--- src/hw/uif_consts.vh ---
/*
 Constants of the USB interrupt force and status block: register byte
 offsets, field positions, reset values and bus response codes.
 Assumes inclusion by bare name from the hw/ design files.
*/
// Contract
// - Read-only status view: masked raw, plus force
// - Bit 19 high while any halt/nack flag set
// - Bit 18 high while any abort-done flag set
// - Device role: bit 17 frame start, clear on read
// - Device role: bit 15 on host resume, clear by resume write
// - Device role: bit 14 on sleep change, clear by write
// - Device role: bit 13 on attach change, clear by write
// - Bit 4 high while any buffer-done flag set
// - Bit 3 on transfer finished rise, write clears
// - Host role: bit 2 frame sent, clear on read
// - Host role: bit 1 device wake, resume write clears
// - Host role: bit 0 speed change, speed write clears
`ifndef UIF_CONSTS_VH
`define UIF_CONSTS_VH

`define UIF_ADDR_W       8
`define UIF_SRC_N        20
`define UIF_EV_N         8

`define UIF_OFF_RAW      8'h8C
`define UIF_OFF_ENABLE   8'h90
`define UIF_OFF_FORCE    8'h94
`define UIF_OFF_MASKED   8'h98

`define UIF_ENABLE_RST   20'h00000
`define UIF_FORCE_RST    20'h00000

`define UIF_B_EPHALT     19
`define UIF_B_ABORT      18
`define UIF_B_DEVSOF     17
`define UIF_B_SETUP      16
`define UIF_B_DEVWAKE    15
`define UIF_B_SLEEP      14
`define UIF_B_DEVATT     13
`define UIF_B_BUSRST     12
`define UIF_B_VBUS       11
`define UIF_B_HALT       10
`define UIF_B_CRC        9
`define UIF_B_STUFF      8
`define UIF_B_RXOVF      7
`define UIF_B_RXTMO      6
`define UIF_B_TOGGLE     5
`define UIF_B_BUFDONE    4
`define UIF_B_XFER       3
`define UIF_B_HOSTSOF    2
`define UIF_B_HOSTWAKE   1
`define UIF_B_HOSTATT    0

`define UIF_RESP_OKAY    2'h0
`define UIF_RESP_SLVERR  2'h2

`endif

--- src/hw/uif_sticky.v ---
/*
 Bank of sticky event flags, one per bit, set wins over clear.
 Assumes set and clear come from logic on the same clock.
*/
`timescale 1ns/1ns
`default_nettype none

module uif_sticky #(
   parameter N = 8
) (
   input  wire         clk,   // Bus clock
   input  wire         srst,  // Synchronous reset, high
   input  wire [N-1:0] set,   // Event pulses
   input  wire [N-1:0] clr,   // Clear requests
   output wire [N-1:0] flags  // Sticky flags
);

   reg  [N-1:0] flag_q;
   genvar       i;

   generate
      for (i = 0; i < N; i = i + 1) begin : gBit
         // An event in the clearing cycle must not be lost
         always @(posedge clk) begin
            if (srst) begin
               flag_q[i] <= 1'b0;
            end else if (set[i]) begin
               flag_q[i] <= 1'b1;
            end else if (clr[i]) begin
               flag_q[i] <= 1'b0;
            end
         end
      end
   endgenerate

   assign flags = flag_q;

endmodule
`default_nettype wire

--- src/hw/uif_axil_slave.v ---
/*
 AXI4-Lite slave front end: takes one write and one read at a time and
 hands a single-cycle access to the register file.
 Assumes a register file that decodes combinationally on the same clock.
*/
`timescale 1ns/1ns
`default_nettype none

`include "uif_consts.vh"

module uif_axil_slave #(
   parameter AW = 8
) (
   input  wire          clk,      // Bus clock
   input  wire          srst,     // Synchronous reset, high
   input  wire [AW-1:0] awaddr,   // Write address
   input  wire          awvalid,  // Write address valid
   output wire          awready,  // Write address ready
   input  wire [31:0]   wdata,    // Write data
   input  wire [3:0]    wstrb,    // Write byte strobes
   input  wire          wvalid,   // Write data valid
   output wire          wready,   // Write data ready
   output wire [1:0]    bresp,    // Write response
   output wire          bvalid,   // Write response valid
   input  wire          bready,   // Write response ready
   input  wire [AW-1:0] araddr,   // Read address
   input  wire          arvalid,  // Read address valid
   output wire          arready,  // Read address ready
   output wire [31:0]   rdata,    // Read data
   output wire [1:0]    rresp,    // Read response
   output wire          rvalid,   // Read data valid
   input  wire          rready,   // Read data ready
   output wire          wrEn,     // Write strobe to registers
   output wire [AW-1:0] wrAddr,   // Write address to registers
   output wire [31:0]   wrData,   // Write data to registers
   output wire [31:0]   wrMask,   // Bit mask from strobes
   input  wire          wrOk,     // Write address is mapped
   output wire [AW-1:0] rdAddr,   // Read address to registers
   input  wire [31:0]   rdData,   // Read data from registers
   input  wire          rdOk      // Read address is mapped
);

   reg          awHeld_q;
   reg [AW-1:0] awAddr_q;
   reg          wHeld_q;
   reg [31:0]   wData_q;
   reg [3:0]    wStrb_q;
   reg          bValid_q;
   reg [1:0]    bResp_q;
   reg          rValid_q;
   reg [31:0]   rData_q;
   reg [1:0]    rResp_q;

   assign awready = ~awHeld_q & ~bValid_q;
   assign wready  = ~wHeld_q & ~bValid_q;
   assign arready = ~rValid_q;
   assign wrEn    = awHeld_q & wHeld_q;
   assign wrAddr  = awAddr_q;
   assign wrData  = wData_q;
   assign wrMask  = {{8{wStrb_q[3]}}, {8{wStrb_q[2]}},
                     {8{wStrb_q[1]}}, {8{wStrb_q[0]}}};
   assign rdAddr  = araddr;
   assign bvalid  = bValid_q;
   assign bresp   = bResp_q;
   assign rvalid  = rValid_q;
   assign rdata   = rData_q;
   assign rresp   = rResp_q;

   // Address and data are taken in either order, then written together
   always @(posedge clk) begin
      if (srst) begin
         awHeld_q <= 1'b0;
         awAddr_q <= {AW{1'b0}};
         wHeld_q  <= 1'b0;
         wData_q  <= 32'h00000000;
         wStrb_q  <= 4'h0;
         bValid_q <= 1'b0;
         bResp_q  <= `UIF_RESP_OKAY;
      end else begin
         if (awvalid & awready) begin
            awHeld_q <= 1'b1;
            awAddr_q <= awaddr;
         end
         if (wvalid & wready) begin
            wHeld_q <= 1'b1;
            wData_q <= wdata;
            wStrb_q <= wstrb;
         end
         if (wrEn) begin
            awHeld_q <= 1'b0;
            wHeld_q  <= 1'b0;
            bValid_q <= 1'b1;
            bResp_q  <= wrOk ? `UIF_RESP_OKAY : `UIF_RESP_SLVERR;
         end else if (bValid_q & bready) begin
            bValid_q <= 1'b0;
         end
      end
   end

   always @(posedge clk) begin
      if (srst) begin
         rValid_q <= 1'b0;
         rData_q  <= 32'h00000000;
         rResp_q  <= `UIF_RESP_OKAY;
      end else if (arvalid & arready) begin
         rValid_q <= 1'b1;
         rData_q  <= rdOk ? rdData : 32'h00000000;
         rResp_q  <= rdOk ? `UIF_RESP_OKAY : `UIF_RESP_SLVERR;
      end else if (rValid_q & rready) begin
         rValid_q <= 1'b0;
      end
   end

endmodule
`default_nettype wire

--- src/hw/uif_irq_top.v ---
/*
 USB interrupt aggregation: twenty raw sources, enable, force and the
 masked status view, with one level interrupt output.
 Assumes all source inputs come from engine logic on the same clock;
 clear strobes are single-cycle pulses from the engine register file.
*/
`timescale 1ns/1ns
`default_nettype none

`include "uif_consts.vh"

module uif_irq_top #(
   parameter EP_N  = 32,  // Endpoint flag count
   parameter BUF_N = 32   // Buffer flag count
) (
   // Clock and reset
   input  wire                  clk,                   // Bus clock
   input  wire                  srst,                  // Sync reset, high
   // Register bus
   input  wire [`UIF_ADDR_W-1:0] awaddr,               // AXI write address
   input  wire                  awvalid,               // AXI aw valid
   output wire                  awready,               // AXI aw ready
   input  wire [31:0]           wdata,                 // AXI write data
   input  wire [3:0]            wstrb,                 // AXI byte strobes
   input  wire                  wvalid,                // AXI w valid
   output wire                  wready,                // AXI w ready
   output wire [1:0]            bresp,                 // AXI write resp
   output wire                  bvalid,                // AXI b valid
   input  wire                  bready,                // AXI b ready
   input  wire [`UIF_ADDR_W-1:0] araddr,               // AXI read address
   input  wire                  arvalid,               // AXI ar valid
   output wire                  arready,               // AXI ar ready
   output wire [31:0]           rdata,                 // AXI read data
   output wire [1:0]            rresp,                 // AXI read resp
   output wire                  rvalid,                // AXI r valid
   input  wire                  rready,                // AXI r ready

   // Role, arrays
   input  wire                  hostRole,              // 1 host, 0 device
   input  wire [EP_N-1:0]       endpointHaltNackFlags, // Halt/nack array
   input  wire [EP_N-1:0]       abortDoneFlags,        // Abort-done array
   input  wire [BUF_N-1:0]      bufferDoneFlags,       // Buffer-done array

   // Events, clears
   input  wire                  deviceFrameStart,      // Frame start rx
   input  wire                  hostFrameSent,         // Frame start tx
   input  wire                  frameNumRead,          // Frame reg read
   input  wire                  deviceWakeFromHost,    // Resume from host
   input  wire                  hostWake,              // Device woke host
   input  wire                  resumeFlagWrite,       // Resume flag write
   input  wire                  sleepStateFlag,        // Sleep_state_flag state
   input  wire                  sleepFlagWrite,        // Sleep_state_flag write
   input  wire                  attachState,           // Connected state
   input  wire                  attachFlagWrite,       // Connected write
   input  wire                  transferFinished,      // Transfer flag
   input  wire [1:0]            speedField,            // Detected speed
   input  wire                  speedFieldWrite,       // Speed field write

   // Mirrored levels
   input  wire                  setupPacketReceived,   // Setup flag
   input  wire                  busReset,              // Bus reset flag
   input  wire                  busPowerPresent,       // Bus power flag
   input  wire                  haltHandshakeReceived, // Halt rx flag
   input  wire                  checksumFault,         // Checksum flag
   input  wire                  stuffingFaultFlag,     // Stuffing flag
   input  wire                  rxOverflow,            // Overflow flag
   input  wire                  rxTimeout,             // Timeout flag
   input  wire                  toggleSequenceFlag,    // Toggle flag

   // Processor
   output wire                  irq                    // Interrupt, high
);

   // Bus front end
   wire                   wrEn;
   wire [`UIF_ADDR_W-1:0] wrAddr;
   wire [31:0]            wrData;
   wire [31:0]            wrMask;
   wire [`UIF_ADDR_W-1:0] rdAddr;
   reg                    wrOk;
   reg                    rdOk;
   reg  [31:0]            rdData;

   // Registers
   reg  [`UIF_SRC_N-1:0]  enable_q;
   reg  [`UIF_SRC_N-1:0]  enable_d;
   reg  [`UIF_SRC_N-1:0]  force_q;
   reg  [`UIF_SRC_N-1:0]  force_d;
   reg                    irq_q;
   reg                    primed_q;
   reg                    sleepPrev_q;
   reg                    attachPrev_q;
   reg  [1:0]             speedPrev_q;
   reg                    xferPrev_q;

   // Sources
   wire [`UIF_SRC_N-1:0]  raw;
   wire [`UIF_SRC_N-1:0]  masked;
   // Sticky event bank
   wire [`UIF_EV_N-1:0]   evSet;
   wire [`UIF_EV_N-1:0]   evClr;
   wire [`UIF_EV_N-1:0]   evFlags;
   wire [`UIF_EV_N-1:0]   evW1c;
   wire [`UIF_SRC_N-1:0]  w1cBits;
   wire                   rawWrite;
   wire                   sleepChg;
   wire                   attachChg;
   wire                   speedChg;
   wire                   xferRise;
   wire                   devRole;

   uif_axil_slave #(
      .AW (`UIF_ADDR_W)
   ) uSlave (
      .clk     (clk),
      .srst    (srst),
      .awaddr  (awaddr),
      .awvalid (awvalid),
      .awready (awready),
      .wdata   (wdata),
      .wstrb   (wstrb),
      .wvalid  (wvalid),
      .wready  (wready),
      .bresp   (bresp),
      .bvalid  (bvalid),
      .bready  (bready),
      .araddr  (araddr),
      .arvalid (arvalid),
      .arready (arready),
      .rdata   (rdata),
      .rresp   (rresp),
      .rvalid  (rvalid),
      .rready  (rready),
      .wrEn    (wrEn),
      .wrAddr  (wrAddr),
      .wrData  (wrData),
      .wrMask  (wrMask),
      .wrOk    (wrOk),
      .rdAddr  (rdAddr),
      .rdData  (rdData),
      .rdOk    (rdOk)
   );

   // Role gates new events except the transfer rise; set flags survive a switch
   assign devRole = ~hostRole;

   // Sleep, attach and speed change detectors hold off one cycle after reset so the
   // first sample of a level does not look like a change
   assign sleepChg  = primed_q & (sleepStateFlag ^ sleepPrev_q);
   assign attachChg = primed_q & (attachState ^ attachPrev_q);
   assign speedChg  = primed_q & (speedField != speedPrev_q);
   assign xferRise  = transferFinished & ~xferPrev_q;

   // Level history for the change detectors
   always @(posedge clk) begin
      if (srst) begin
         primed_q     <= 1'b0;
         sleepPrev_q  <= 1'b0;
         attachPrev_q <= 1'b0;
         speedPrev_q  <= 2'h0;
         xferPrev_q   <= 1'b0;
      end else begin
         primed_q     <= 1'b1;
         sleepPrev_q  <= sleepStateFlag;
         attachPrev_q <= attachState;
         speedPrev_q  <= speedField;
         xferPrev_q   <= transferFinished;
      end
   end

   // Sticky events, in order: bits 0, 1, 2, 3, 13, 14, 15, 17
   assign evSet[0] = hostRole & speedChg;
   assign evSet[1] = hostRole & hostWake;
   assign evSet[2] = hostRole & hostFrameSent;
   assign evSet[3] = xferRise;
   assign evSet[4] = devRole & attachChg;
   assign evSet[5] = devRole & sleepChg;
   assign evSet[6] = devRole & deviceWakeFromHost;
   assign evSet[7] = devRole & deviceFrameStart;

   // Raw writes clear event bits only
   assign rawWrite = wrEn & (wrAddr == `UIF_OFF_RAW);
   assign w1cBits  = rawWrite ? (wrData[`UIF_SRC_N-1:0]
                                 & wrMask[`UIF_SRC_N-1:0])
                              : {`UIF_SRC_N{1'b0}};
   // W1C bits in sticky order
   assign evW1c = {w1cBits[`UIF_B_DEVSOF],  w1cBits[`UIF_B_DEVWAKE],
                   w1cBits[`UIF_B_SLEEP],   w1cBits[`UIF_B_DEVATT],
                   w1cBits[`UIF_B_XFER],    w1cBits[`UIF_B_HOSTSOF],
                   w1cBits[`UIF_B_HOSTWAKE], w1cBits[`UIF_B_HOSTATT]};

   // Resume write and frame read clear both roles
   assign evClr[0] = evW1c[0] | speedFieldWrite;
   assign evClr[1] = evW1c[1] | resumeFlagWrite;
   assign evClr[2] = evW1c[2] | frameNumRead;
   assign evClr[3] = evW1c[3];
   assign evClr[4] = evW1c[4] | attachFlagWrite;
   assign evClr[5] = evW1c[5] | sleepFlagWrite;
   assign evClr[6] = evW1c[6] | resumeFlagWrite;
   assign evClr[7] = evW1c[7] | frameNumRead;

   // Set wins over clear in one cycle
   uif_sticky #(
      .N (`UIF_EV_N)
   ) uEvents (
      .clk   (clk),
      .srst  (srst),
      .set   (evSet),
      .clr   (evClr),
      .flags (evFlags)
   );

   // Array summaries follow their arrays; they fall only when all clear
   assign raw[`UIF_B_EPHALT]   = |endpointHaltNackFlags;
   assign raw[`UIF_B_ABORT]    = |abortDoneFlags;
   assign raw[`UIF_B_DEVSOF]   = evFlags[7];
   assign raw[`UIF_B_SETUP]    = setupPacketReceived;
   assign raw[`UIF_B_DEVWAKE]  = evFlags[6];
   assign raw[`UIF_B_SLEEP]    = evFlags[5];
   assign raw[`UIF_B_DEVATT]   = evFlags[4];
   assign raw[`UIF_B_BUSRST]   = busReset;
   assign raw[`UIF_B_VBUS]     = busPowerPresent;
   assign raw[`UIF_B_HALT]     = haltHandshakeReceived;
   assign raw[`UIF_B_CRC]      = checksumFault;
   assign raw[`UIF_B_STUFF]    = stuffingFaultFlag;
   assign raw[`UIF_B_RXOVF]    = rxOverflow;
   assign raw[`UIF_B_RXTMO]    = rxTimeout;
   assign raw[`UIF_B_TOGGLE]   = toggleSequenceFlag;
   assign raw[`UIF_B_BUFDONE]  = |bufferDoneFlags;
   assign raw[`UIF_B_XFER]     = evFlags[3];
   assign raw[`UIF_B_HOSTSOF]  = evFlags[2];
   assign raw[`UIF_B_HOSTWAKE] = evFlags[1];
   assign raw[`UIF_B_HOSTATT]  = evFlags[0];

   // Force raises a bit even when disabled
   assign masked = (raw & enable_q) | force_q;

   // Byte strobes select which enable and force bits a write touches
   always @* begin
      enable_d = enable_q;
      force_d  = force_q;
      if (wrEn && (wrAddr == `UIF_OFF_ENABLE)) begin
         enable_d = (enable_q & ~wrMask[`UIF_SRC_N-1:0])
                    | (wrData[`UIF_SRC_N-1:0] & wrMask[`UIF_SRC_N-1:0]);
      end
      if (wrEn && (wrAddr == `UIF_OFF_FORCE)) begin
         force_d = (force_q & ~wrMask[`UIF_SRC_N-1:0])
                   | (wrData[`UIF_SRC_N-1:0] & wrMask[`UIF_SRC_N-1:0]);
      end
   end

   // Registered irq cannot glitch; trails status a cycle
   always @(posedge clk) begin
      if (srst) begin
         enable_q <= `UIF_ENABLE_RST;
         force_q  <= `UIF_FORCE_RST;
         irq_q    <= 1'b0;
      end else begin
         enable_q <= enable_d;
         force_q  <= force_d;
         irq_q    <= |masked;
      end
   end

   assign irq = irq_q;

   // The status view takes no writes; they are answered but ignored
   always @* begin
      wrOk = 1'b0;
      case (wrAddr)
         `UIF_OFF_RAW:    wrOk = 1'b1;
         `UIF_OFF_ENABLE: wrOk = 1'b1;
         `UIF_OFF_FORCE:  wrOk = 1'b1;
         `UIF_OFF_MASKED: wrOk = 1'b1;
         default:         wrOk = 1'b0;
      endcase
   end

   // Bits 31:20 read zero
   always @* begin
      rdOk   = 1'b1;
      rdData = 32'h00000000;
      case (rdAddr)
         `UIF_OFF_RAW: begin
            rdData = {12'h000, raw};
         end
         `UIF_OFF_ENABLE: begin
            rdData = {12'h000, enable_q};
         end
         `UIF_OFF_FORCE: begin
            rdData = {12'h000, force_q};
         end
         `UIF_OFF_MASKED: begin
            rdData = {12'h000, masked};
         end
         default: begin
            rdOk   = 1'b0;
            rdData = 32'h00000000;
         end
      endcase
   end

endmodule
`default_nettype wire

--- config.mk ---
export PLATFORM = sky130hd
export DESIGN_NAME = uif_irq_top
export DESIGN_NICKNAME = d
export VERILOG_FILES = /design/src/hw/uif_sticky.v /design/src/hw/uif_axil_slave.v /design/src/hw/uif_irq_top.v
export VERILOG_INCLUDE_DIRS = /design/src /design/src/hw
export SDC_FILE = /design/constraint.sdc
export NUM_CORES = 1
export LEC_CHECK = 0
export BUFFER_PORTS_ARGS = -buffer_cell sky130_fd_sc_hd__buf_4
export CORE_MARGIN = 10
export CORE_UTILIZATION = 48
export DETAILED_ROUTE_END_ITERATION = 12
export MAX_ROUTING_LAYER = met4
export PLACE_DENSITY = 0.81
export SLEW_MARGIN = 40
export SYNTH_ARGS = -nofsm -noshare
export SYNTH_HDL_FRONTEND = slang
export SYNTH_SLANG_ARGS = --single-unit
--- constraint.sdc ---
create_clock -name clk -period 2.1 [get_ports clk]
set_input_delay 0.21 -clock clk [delete_from_list [all_inputs] [get_ports clk]]
set_output_delay 0.21 -clock clk [all_outputs]
set_load 0.05 [all_outputs]
### After elaboration in Yosys (flattened, before gate mapping)

Cells that the tools add are included.
W data, S select, Z words.

| operators by class | value |
|---|---|
| equality and inequality tests | 9 |
| multiplexer cells | 28 |
| bitwise gates (word level) | 43 |
| reduce and logical (&&, ||, !) cells | 19 |

Operators with widths:

| kind | count |
|---|---|
| $reduce_or A32 Y1 | 3 |
| $and A20 B20 Y20 | 4 |
| $pmux W20 S4 | 1 |
| $eq A8 B8 Y1 const B | 8 |
| $or A20 B20 Y20 | 3 |
| $mux W1 | 23 |
| $and A1 B1 Y1 | 20 |
| $mux W20 | 1 |
| $not A20 Y20 | 1 |
| $reduce_bool A2 Y1 | 10 |
| $reduce_or A20 Y1 | 1 |
| $mux W18 | 1 |
| $reduce_or A4 Y1 | 2 |
| $or A1 B1 Y1 | 7 |
| $not A1 Y1 | 6 |
| $mux W2 | 2 |
| $logic_and A1 B1 Y1 | 2 |
| $ne A2 B2 Y1 | 1 |
| $reduce_or A2 Y1 | 1 |
| $xor A1 B1 Y1 | 2 |

| storage, ports and cells | value |
|---|---|
| flip-flop bits (word level) | 126 |
| bits of input ports | 179 |
| output and inout port bits | 42 |
| word-level logic and storage cells | 125 |

### Longest topological paths before layout

Gate-level depths: netlist of run 1.

| logic depth | value |
|---|---|
| depth after elaboration | 6 |
| gate-level depth with buffers | 8 |
| mapped depth without buffers | 5 |

### Cells and area by module

A second synthesis of run 1 with hierarchy kept.

| second synthesis, totals | value |
|---|---|
| cell total of the unflattened synthesis | 784 |
| area total of the unflattened synthesis | 6572.6 µm² |

By module, submodules not included:

| module | instances | cells each | area an instance (µm²) | sequential area each (µm²) |
|---|---|---|---|---|
| uif_axil_slave | 1 | 393 | 3229.3 | 1641.6 |
| uif_irq_top | 1 | 358 | 2961.6 | 940.9 |
| uif_sticky | 1 | 33 | 381.6 | 160.2 |

### Worst setup path before layout of run 1

No wires, ideal clock.

| timing path | value |
|---|---|
| path kind | flip-flop to flip-flop |
| start point | register uSlave.bValid_q, in the netlist uSlave.bvalid |
| end point | register uSlave.wStrb_q[2] |
| arrival | 2095 ps |
| required time | 2030 ps |
| setup slack | -66 ps |
| stages on the path, launching flop included | 7 |
| period minus slack after synthesis | 2166 ps |
| path through | dfxtp_1 -> nor2_1 -> and2_1 -> clkbuf_1 -> clkbuf_1 -> nand2_1 -> a21oi_1 |

| on the way | value |
|---|---|
| cells in the longest elaborated chain, start to end | 3 |

Ends and longest elaborated chain:

| item | line | text |
|---|---|---|
| from (decl) | uif_axil_slave.v:48 | `reg bValid_q;` |
| from (signal assigned) | uif_axil_slave.v:77 | `bValid_q <= 1'b0;` |
| from (signal assigned) | uif_axil_slave.v:92 | `bValid_q <= 1'b1;` |
| from (signal assigned) | uif_axil_slave.v:95 | `bValid_q <= 1'b0;` |
| $not A1 Y1 | uif_axil_slave.v:55 | `assign wready = ~wHeld_q & ~bValid_q;` |
| $and A1 B1 Y1 | uif_axil_slave.v:55 |  |
| net wready | uif_irq_top.v:26 | `output wire wready,` |
| $and A1 B1 Y1 | uif_axil_slave.v:84 | `if (wvalid & wready) begin` |
| to (signal assigned) | uif_axil_slave.v:87 | `wStrb_q <= wstrb;` |
| to (decl) | uif_axil_slave.v:47 | `reg [3:0] wStrb_q;` |

The timed path passes the listed nets, and every way through them passes these cells.
A chain may end at the register's enable or synchronous reset.

==> flow_summary.yaml, run 1 <==
run_status:
  run_status: "completed"
yosys:
  synth.most_common_cell: "nand2_1"
  netlist_area_sq_um: 5050
  yosys.area_share.xor_xnor: 0.00867
  synth_compound_area_frac: 0.197
  ys_seq_area_frac: 0.444
  synth_fa_ha_area_frac: 0
  synth_commonest_cells: "nand2_1 (152), dfxtp_1 (112), a21oi_1 (70)"
  ys_types: 44
  synth_cells: 624
  synth_top_family_by_area: "simple AND/OR/NAND/NOR gates"
  synthMuxAreaShare: 0.0225
  synthArstFlopShare: 0
  yosysWarnings: 0
  synth_edf_count: 0
  synth_simple_gate_area_frac: 0.272
  yosysTopAreaCellShare: 0.444
  ys_ff_latch: 112
  yosysTopAreaCell: "dfxtp_1"
  syn-mean-instance-area_sq_um: 8.10
  netlist_top_cells_area: "dfxtp_1 (44%), nand2_1 (11%), a21oi_1 (6.9%)"
  synth_ff_type: "dfxtp_1"
sta:
  fin_worst_skew_ns: 0.0112
  setup_viol: 0
  period_minus_slack_ns: 2.01
  fin_ws_ns: 0.0924
  post-route-period-util: 0.956
  holdWs_ns: 0.0408
  fin_setup_tns_ns: 0
  finalMaxSlewViolations: 0
  hold_viol: 0
  rsz0062_at_grt: "yes"
  timing.fmax_ghz: 0.498
placement:
  place_ws_ns: 0.0563
  port_buffers: 193
  globalplace.congestion: 1.04
  postPlaceCellArea_sq_um: 6580
  placed_cells_incl_taps: 929
  hpwlAfterDp_mm: 14.4
setup_path:
  end_kind: "flop"
  worstSetupPathType: "reg2reg"
  reg2reg_depth: 6
  worstPathMaxFanout: 10
  required_ns: 2.37
  worstPathArrival_ns: 2.28
  reg2reg_from: "uSlave.wrAddr[1]"
  critPathLaunchType: "flop"
  r2r_slack_ns: 0.09
detailed_routing:
  avgRoutedWirePerCell_um: 18.9
  drt_first_pass_iters: 5
  antenna_left: 0
  drtIter0Drc: 382
  wirelength_mm: 17.9
  vias: 5339
  route.detailed.drc: 0
  viasPerCell: 5.64
grt:
  gr-total-overflow: 0
  grt_use_total: 0.236
  grt_pass1_vias: 5401
  grt_first_pass_wirelength_mm: 27.6
  grt_start_max_net_pins: 81
  antenna_found_initial: 0
floorplan:
  start_util: 0.492
  top_level_ports: 221
  design.die.area_sq_um: 15000
  die-height_um: 123
  core_sq_um: 10300
  die_width_um: 123
  rows: 37
clock_tree:
  cts-htree-levels: 3
  cts_tree: "done"
  cts_buffer_depth: 2
  clk_latency_ns: 0.39
  numCtsBuffers: 9
  clk_pin_slew_ns: 0.11
  cts_sinks: 112
  ctsRootBufferMaster: "clkbuf_8"
final_layout:
  fillCellCount: 898
  final_layout_size_suffix_gt1_frac: 0.292
  fin_nets: 985
  num_antenna_cells: 0
  finalNonFillerCells: 947
  fin_area_sq_um: 6850
  syn2layout_area_growth_pct: 35.5
power:
  p_per_area_nw_per_um2: 637
  ir_drop_uv: 539
  leakage_uw: 0.00279
worst_hold_path:
  hold_end: "xferPrev_q"
  worstHoldPathCells: 2
  min-delay-start: "transferFinished"
  hold_path_class: "in2reg"
job:
  cap_viol_max_count: 0
-- critical path, cell delays in order, from the launching register on --
cell	delay, ns
dfxtp_1	0.33
or4b_4	0.58
nor4_4	0.28
buf_6	0.18
nand3_1	0.26
nand2_1	0.18
a21oi_1	0.08
-- cells in the final DEF, fill, tap and decap left out, types with 12 or more instances in the layout --
| cell type | n |
|---|---|
| a21oi_1 | 70 |
| nand2_1 | 151 |
| buf_4 | 204 |
| o21ai_0 | 19 |
| nand3_1 | 24 |
| a221oi_1 | 18 |
| nor4_1 | 28 |
| nor2_1 | 22 |
| a21boi_0 | 12 |
| dfxtp_1 | 112 |
| conb_1 | 14 |
-- how the worst max path moves through the flow --
stage | start | endpoint | slack (ns) | depth (start not counted)
floorplan | uSlave.bvalid | uSlave.wrAddr[7] | 0.15 | 5
global placement | uSlave.wrAddr[1] | flop | 0.14 | 6
detailed placement | uSlave.wrAddr[1] | flop | 0.06 | 6
CTS | uSlave.wrAddr[1] | flop | 0.03 | 6
global route | uSlave.wrAddr[1] | flop | -0.03 | 6
finish | uSlave.wrAddr[1] | flop | 0.09 | 6
-- routing by layer --
layer / routed length (um) / part of all wire / vias up / global-route usage
met2: 8830 / 0.49 / 264 / 0.403
li1: - / - / 2558 / -
met3: 1360 / 0.076 / 47 / 0.0533
met1: 7020 / 0.39 / 2470 / 0.259
met5: 0 / 0 / - / -
met4: 641 / 0.036 / 0 / 0.106
-- final cells by class --
type / instances / area (sq um) / share of cell area
Inverter: 9 / 33.8 / 0.00493
Clock buffer: 9 / 124 / 0.0181
Timing Repair Buffer: 207 / 1570 / 0.230
Tap cell: 136 / 170 / 0.0249
Sequential cell: 112 / 2240 / 0.327
Multi-Input combinational cell: 467 / 2590 / 0.379
Clock inverter: 7 / 109 / 0.0159
-- cell families (layout without fill, tap and decap cells) --
group / after synthesis / after routing
other cells: 1 / 14
flops: 112 / 112
buf+inv: 58 / 232
mux: 11 / 11
compound gates: 154 / 154
simple gates: 283 / 283
xor+xnor: 5 / 5
-- repair_timing --
action / CTS / global route
buffers inserted: 0 / 1
setup endpoints to repair: 0 / 38
resized for setup: 0 / 6
hold buffers: 1 / 0
hold endpoints to repair: 1 / 0
-- report_power, final --
group / total (uW) / switching (uW) / internal (uW) / leakage, uW
combinational: 606 / 312 / 294 / 0.00176
sequential: 2260 / 69.9 / 2190 / 0.000911
clock: 1500 / 798 / 702 / 0.000119
-- stage by stage --
stage | util | power (uW)
after floorplan | - | 2580
after global placement | 0.640 | 2890
after detailed placement | 0.640 | 2900
after CTS | 0.664 | 4370
after global routing | 0.666 | 4510
final | 0.666 | 4360
Power figures use the tool's default switching activity.
==> run 2: changes to the inputs <==
Settings changed: RECOVER_POWER set to 50.
==> flow_summary.yaml, run 2 (same netlist as run 1, synthesis figures left out) <==
floorplan:
  start_util: 0.492
  design.die.area_sq_um: 15000
  core_sq_um: 10300
  die_width_um: 123
  die-height_um: 123
  rows: 37
  top_level_ports: 221
worst_hold_path:
  worstHoldPathCells: 2
  hold_path_class: "in2reg"
sta:
  finalMaxSlewViolations: 0
  fin_worst_skew_ns: 0.00968
  setup_viol: 0
  timing.fmax_ghz: 0.497
  post-route-period-util: 0.958
  max_slew_margin: 0.496
  rsz0062_at_grt: "yes"
  hold_viol: 0
  period_minus_slack_ns: 2.01
  worst_pin_slew_ns: 0.754
final_layout:
  num_antenna_cells: 0
  utilization: 0.654
  multi_input_area_sq_um: 2580
  final_layout_size_suffix_gt1_frac: 0.254
  layout_commonest_cell: "buf_4"
  syn2layout_area_growth_pct: 33.0
  finalNonFillerCells: 947
  fin_nets: 985
  fillCellCount: 931
  regArea_sq_um: 2240
  final_cell_mix: "buf_4 (173), nand2_1 (152), dfxtp_1 (112)"
detailed_routing:
  avgRoutedWirePerCell_um: 18.9
  antenna_left: 0
  drt_first_pass_iters: 5
  viasPerCell: 5.67
  wirelength_mm: 17.9
  route.detailed.drc: 0
  drtIter0Drc: 402
  vias: 5365
clock_tree:
  clk_pin_slew_ns: 0.11
  cts_tree: "done"
  numCtsBuffers: 9
  ctsRootBufferMaster: "clkbuf_8"
  cts-htree-levels: 3
  clk_latency_ns: 0.39
  cts_sinks: 112
  cts_buffer_depth: 2
placement:
  placed_cells_incl_taps: 929
  hpwlAfterDp_mm: 14.4
  globalplace.congestion: 1.04
  port_buffers: 193
power:
  ir_drop_uv: 534
  leakage_uw: 0.00266
  power_uw: 4340
  p_per_area_nw_per_um2: 646
setup_path:
  crit_chain: "or4b_4 -> nor4_4 -> buf_6 -> nand3b_1 -> mux2i_1 -> nor2_1"
  cpLargestDelayFamily: "simple AND/OR/NAND/NOR gates"
  slowest_delay_ns: 0.58
  cp.buffers_inverters: 1
  cp_slowest_cell: "or4b_4"
  cp_num_cells: 6
  worstPathMaxFanout: 10
  worstPathArrival_ns: 2.29
  end_kind: "flop"
  reg2reg_depth: 6
  critPathLaunchType: "flop"
  worstSetupPathType: "reg2reg"
  required_ns: 2.38
job:
  cap_viol_max_count: 0
grt:
  grt_first_pass_wirelength_mm: 27.6
  use_met1: 0.259
  grtUsageMet3: 0.0533
  grt_pass1_vias: 5401
  grt_use_total: 0.236
  grtUsageMet2: 0.403
  busiest_layer: "met2"
  antenna_found_initial: 0
  gr-total-overflow: 0
  grt_start_max_net_pins: 81
run_status:
  run_status: "completed"
## run 2: per-stage QoR
stage	hold WS [ns]	area (sq um)	setup TNS [ns]	worst slack (ns)
floorplan	0.309	5100	0	0.149
global placement	0.399	6580	0	0.143
detailed placement	0.411	6580	0	0.0563
CTS	0.0293	6820	0	0.0279
global route	0.0409	6720	-0.0845	-0.0324
finish	0.0444	6720	0	0.0872
## run 2: path summary, 6_finish.rpt
path / start / endpoint / slack (ns)
setup / recovery: uSlave.wrAddr[1] / flop / 0.09
hold / removal: transferFinished / xferPrev_q / 0.04
setup reg to reg: uSlave.wrAddr[1] / flop / 0.09
hold reg to reg: uSlave.wrAddr[5] / uSlave.wrAddr[5] / 0.47
## run 2: per-layer routing
layer | part of all wire | up-vias
met2 | 0.49 | 272
met3 | 0.080 | 47
met1 | 0.39 | 2485
met5 | 0 | -
met4 | 0.036 | 0
li1 | - | 2561
## run 2: repair_timing
action	CTS	global route
endpoints found under the hold margin	1	0
hold buffers	1	0
endpoints found under the setup margin	0	38
resized for setup	0	6
setup buffers	0	1
## run 2: cell type report
class	count	share of cell area
Clock buffer	9	0.0184
Multi-Input combinational cell	467	0.383
Tap cell	136	0.0253
Sequential cell	112	0.334
Timing Repair Buffer	207	0.218
Inverter	9	0.00503
Clock inverter	7	0.0162
## run 2: power breakdown
part	internal, uW	switching (uW)	total (uW)
clock	702	794	1500
combinational	283	309	592
sequential	2190	70.2	2260
total	3170	1170	4340
## run 2: worst register-to-register path, stage by stage, from the launching register on
cell and delay (ns):
dfxtp_1 0.33, or4b_4 0.58, nor4_4 0.28, buf_6 0.18, nand3b_1 0.25, mux2i_1 0.23
nor2_1 0.05
==> run 3: changes to the inputs <==
Settings changed: CELL_PAD_IN_SITES_DETAIL_PLACEMENT set to 1, CELL_PAD_IN_SITES_GLOBAL_PLACEMENT set to 1, CORE_UTILIZATION 48 to 33, PLACE_DENSITY 0.81 to not set, PLACE_DENSITY_LB_ADDON set to 0.1.
==> flow_summary.yaml, run 3 (same netlist as run 1, synthesis figures left out) <==
sta:
  finalMaxSlewViolations: 0
  max_slew_margin: 0.295
  fin_worst_skew_ns: 0.00557
  period_minus_slack_ns: 1.98
  hold_viol: 0
  fin_setup_tns_ns: 0
  post-route-period-util: 0.943
  setup_viol: 0
  worst_pin_slew_ns: 1.06
  rsz0062_at_grt: "no"
  timing.fmax_ghz: 0.505
clock_tree:
  clk_latency_ns: 0.35
  ctsRootBufferMaster: "clkbuf_16"
  cts_buffer_depth: 2
  cts_hold_buf: 0
  numCtsBuffers: 9
  cts_tree: "done"
  clk_pin_slew_ns: 0.07
  cts_sinks: 112
  cts-htree-levels: 3
detailed_routing:
  route.detailed.drc: 0
  drt_first_pass_iters: 4
  drtIter0Drc: 257
  avgRoutedWirePerCell_um: 20.3
  wirelength_mm: 20.3
  viasPerCell: 5.25
  antenna_left: 0
  vias: 5246
setup_path:
  worstSetupPathType: "reg2reg"
  cp_slowest_cell: "or4b_4"
  reg2reg_from: "uSlave.wrAddr[1]"
  required_ns: 2.31
  worstPathMaxFanout: 10
  end_kind: "flop"
  critPathLaunchType: "flop"
  worstPathArrival_ns: 2.19
  slowest_delay_ns: 0.58
  reg2reg_depth: 6
  crit_chain: "or4b_4 -> nor4_4 -> buf_6 -> nand3b_1 -> nand2_1 -> a21oi_1"
  r2r_slack_ns: 0.12
grt:
  grt_start_max_net_pins: 63
  antenna_found_initial: 0
  gr-total-overflow: 0
  grt_use_total: 0.200
  grt_first_pass_wirelength_mm: 31.2
  grt_pass1_vias: 5561
power:
  clkPwrFrac: 0.387
  p_per_area_nw_per_um2: 678
  power_frac_comb: 0.129
  p_sw_frac: 0.250
  power_switching_uw: 1160
  p_int_uw: 3490
  leakage_uw: 0.00270
  ir_drop_uv: 379
  seqPwrFrac: 0.484
worst_hold_path:
  worstHoldPathCells: 2
  hold_end: "uSlave.rvalid"
  hold_path_class: "in2reg"
  min-delay-start: "rready"
floorplan:
  core_sq_um: 15100
  die_width_um: 144
  top_level_ports: 221
  start_util: 0.335
  die-height_um: 144
  design.die.area_sq_um: 20700
  rows: 45
placement:
  port_buffers: 193
  postPlaceCellArea_sq_um: 6630
  hpwlAfterDp_mm: 16.6
  globalplace.congestion: 0.864
final_layout:
  fin_nets: 985
  final_cell_mix: "buf_4 (177), nand2_1 (152), dfxtp_1 (111)"
  syn2layout_area_growth_pct: 36.0
  fin_area_sq_um: 6870
  num_antenna_cells: 0
  layout_commonest_cell: "buf_4"
  final_layout_size_suffix_gt1_frac: 0.259
run_status:
  run_status: "completed"
job:
  cap_viol_max_count: 0
[run 3: changes by cell type in the layout (fill, tap and decap cells not counted), sizes merged]
cell | before | now
dlygate4sd3 | 1 | 0
inv | 14 | 10
bufinv | 2 | 1
buf | 175 | 178
clkbuf | 40 | 41
clkinv | 0 | 2
[run 3: timing repair]
| action | in CTS | in global routing |
|---|---|---|
| setup endpoints to repair | 1 | 38 |
| endpoints found under the hold margin | 0 | 0 |
| pin swaps | 0 | 1 |
| buffers inserted | 0 | 2 |
| gates resized for setup | 1 | 8 |
[run 3: how the worst max path moves through the flow]
stage / start / to / slack (ns) / cells after the start
finish: uSlave.wrAddr[1] / flop / 0.12 / 6
CTS: uSlave.wrAddr[1] / flop / 0.02 / 6
detailed placement: uSlave.wrAddr[1] / flop / 0.04 / 6
global placement: uSlave.wrAddr[1] / flop / 0.11 / 6
floorplan: uSlave.bvalid / uSlave.wrAddr[7] / 0.15 / 5
global route: uSlave.wrAddr[1] / flop / 0.005 / 6
[run 3: critical path: cells and delay by family (launching register included)]
family	cells	cell delay, ns
and+or+nand+nor	4	1.27
DFF	1	0.31
buffers and inverters	1	0.18
AOI/OAI and AO/OA	1	0.07
[run 3: per-layer routing]
metal,track usage,share of wire,vias up,wire [um]
met4,0.0575,0.016,0,328
met2,0.339,0.50,175,10200
met3,0.0459,0.070,16,1420
li1,-,-,2554,-
met1,0.232,0.41,2501,8350
met5,-,0,-,0
[run 3: layout make-up]
class                      instances  area [sq um]
sequential                       112          2240
tap                              188           235
fill                            1849          8220
timing repair buffer             207          1450
clock inverter                     4          48.8
inverter                           9          33.8
clock buffer                      12           267
multi-input combinational        467          2600
[run 3: power by group through the flow]
stage	clock [uW]	combinational, uW	sequential (uW)
2_1_floorplan	0	295	2290
3_3_place_gp	0	601	2300
3_5_place_dp	0	618	2300
4_1_cts	1850	620	2250
5_1_grt	1960	656	2270
6_report	1800	602	2250
[run 3: per-stage QoR]
step                      total power [uW]  hold WS (ns)   util  setup WS (ns)  std cells
after CTS                             4720        0.0278  0.461         0.0219        997
after global placement                2900         0.401  0.440          0.113        981
final                                 4660        0.0363  0.456          0.120        999
after detailed placement              2920         0.403  0.440         0.0373        981
after floorplan                       2580         0.309      -          0.149        637
after global routing                  4880        0.0378  0.456        0.00542        999
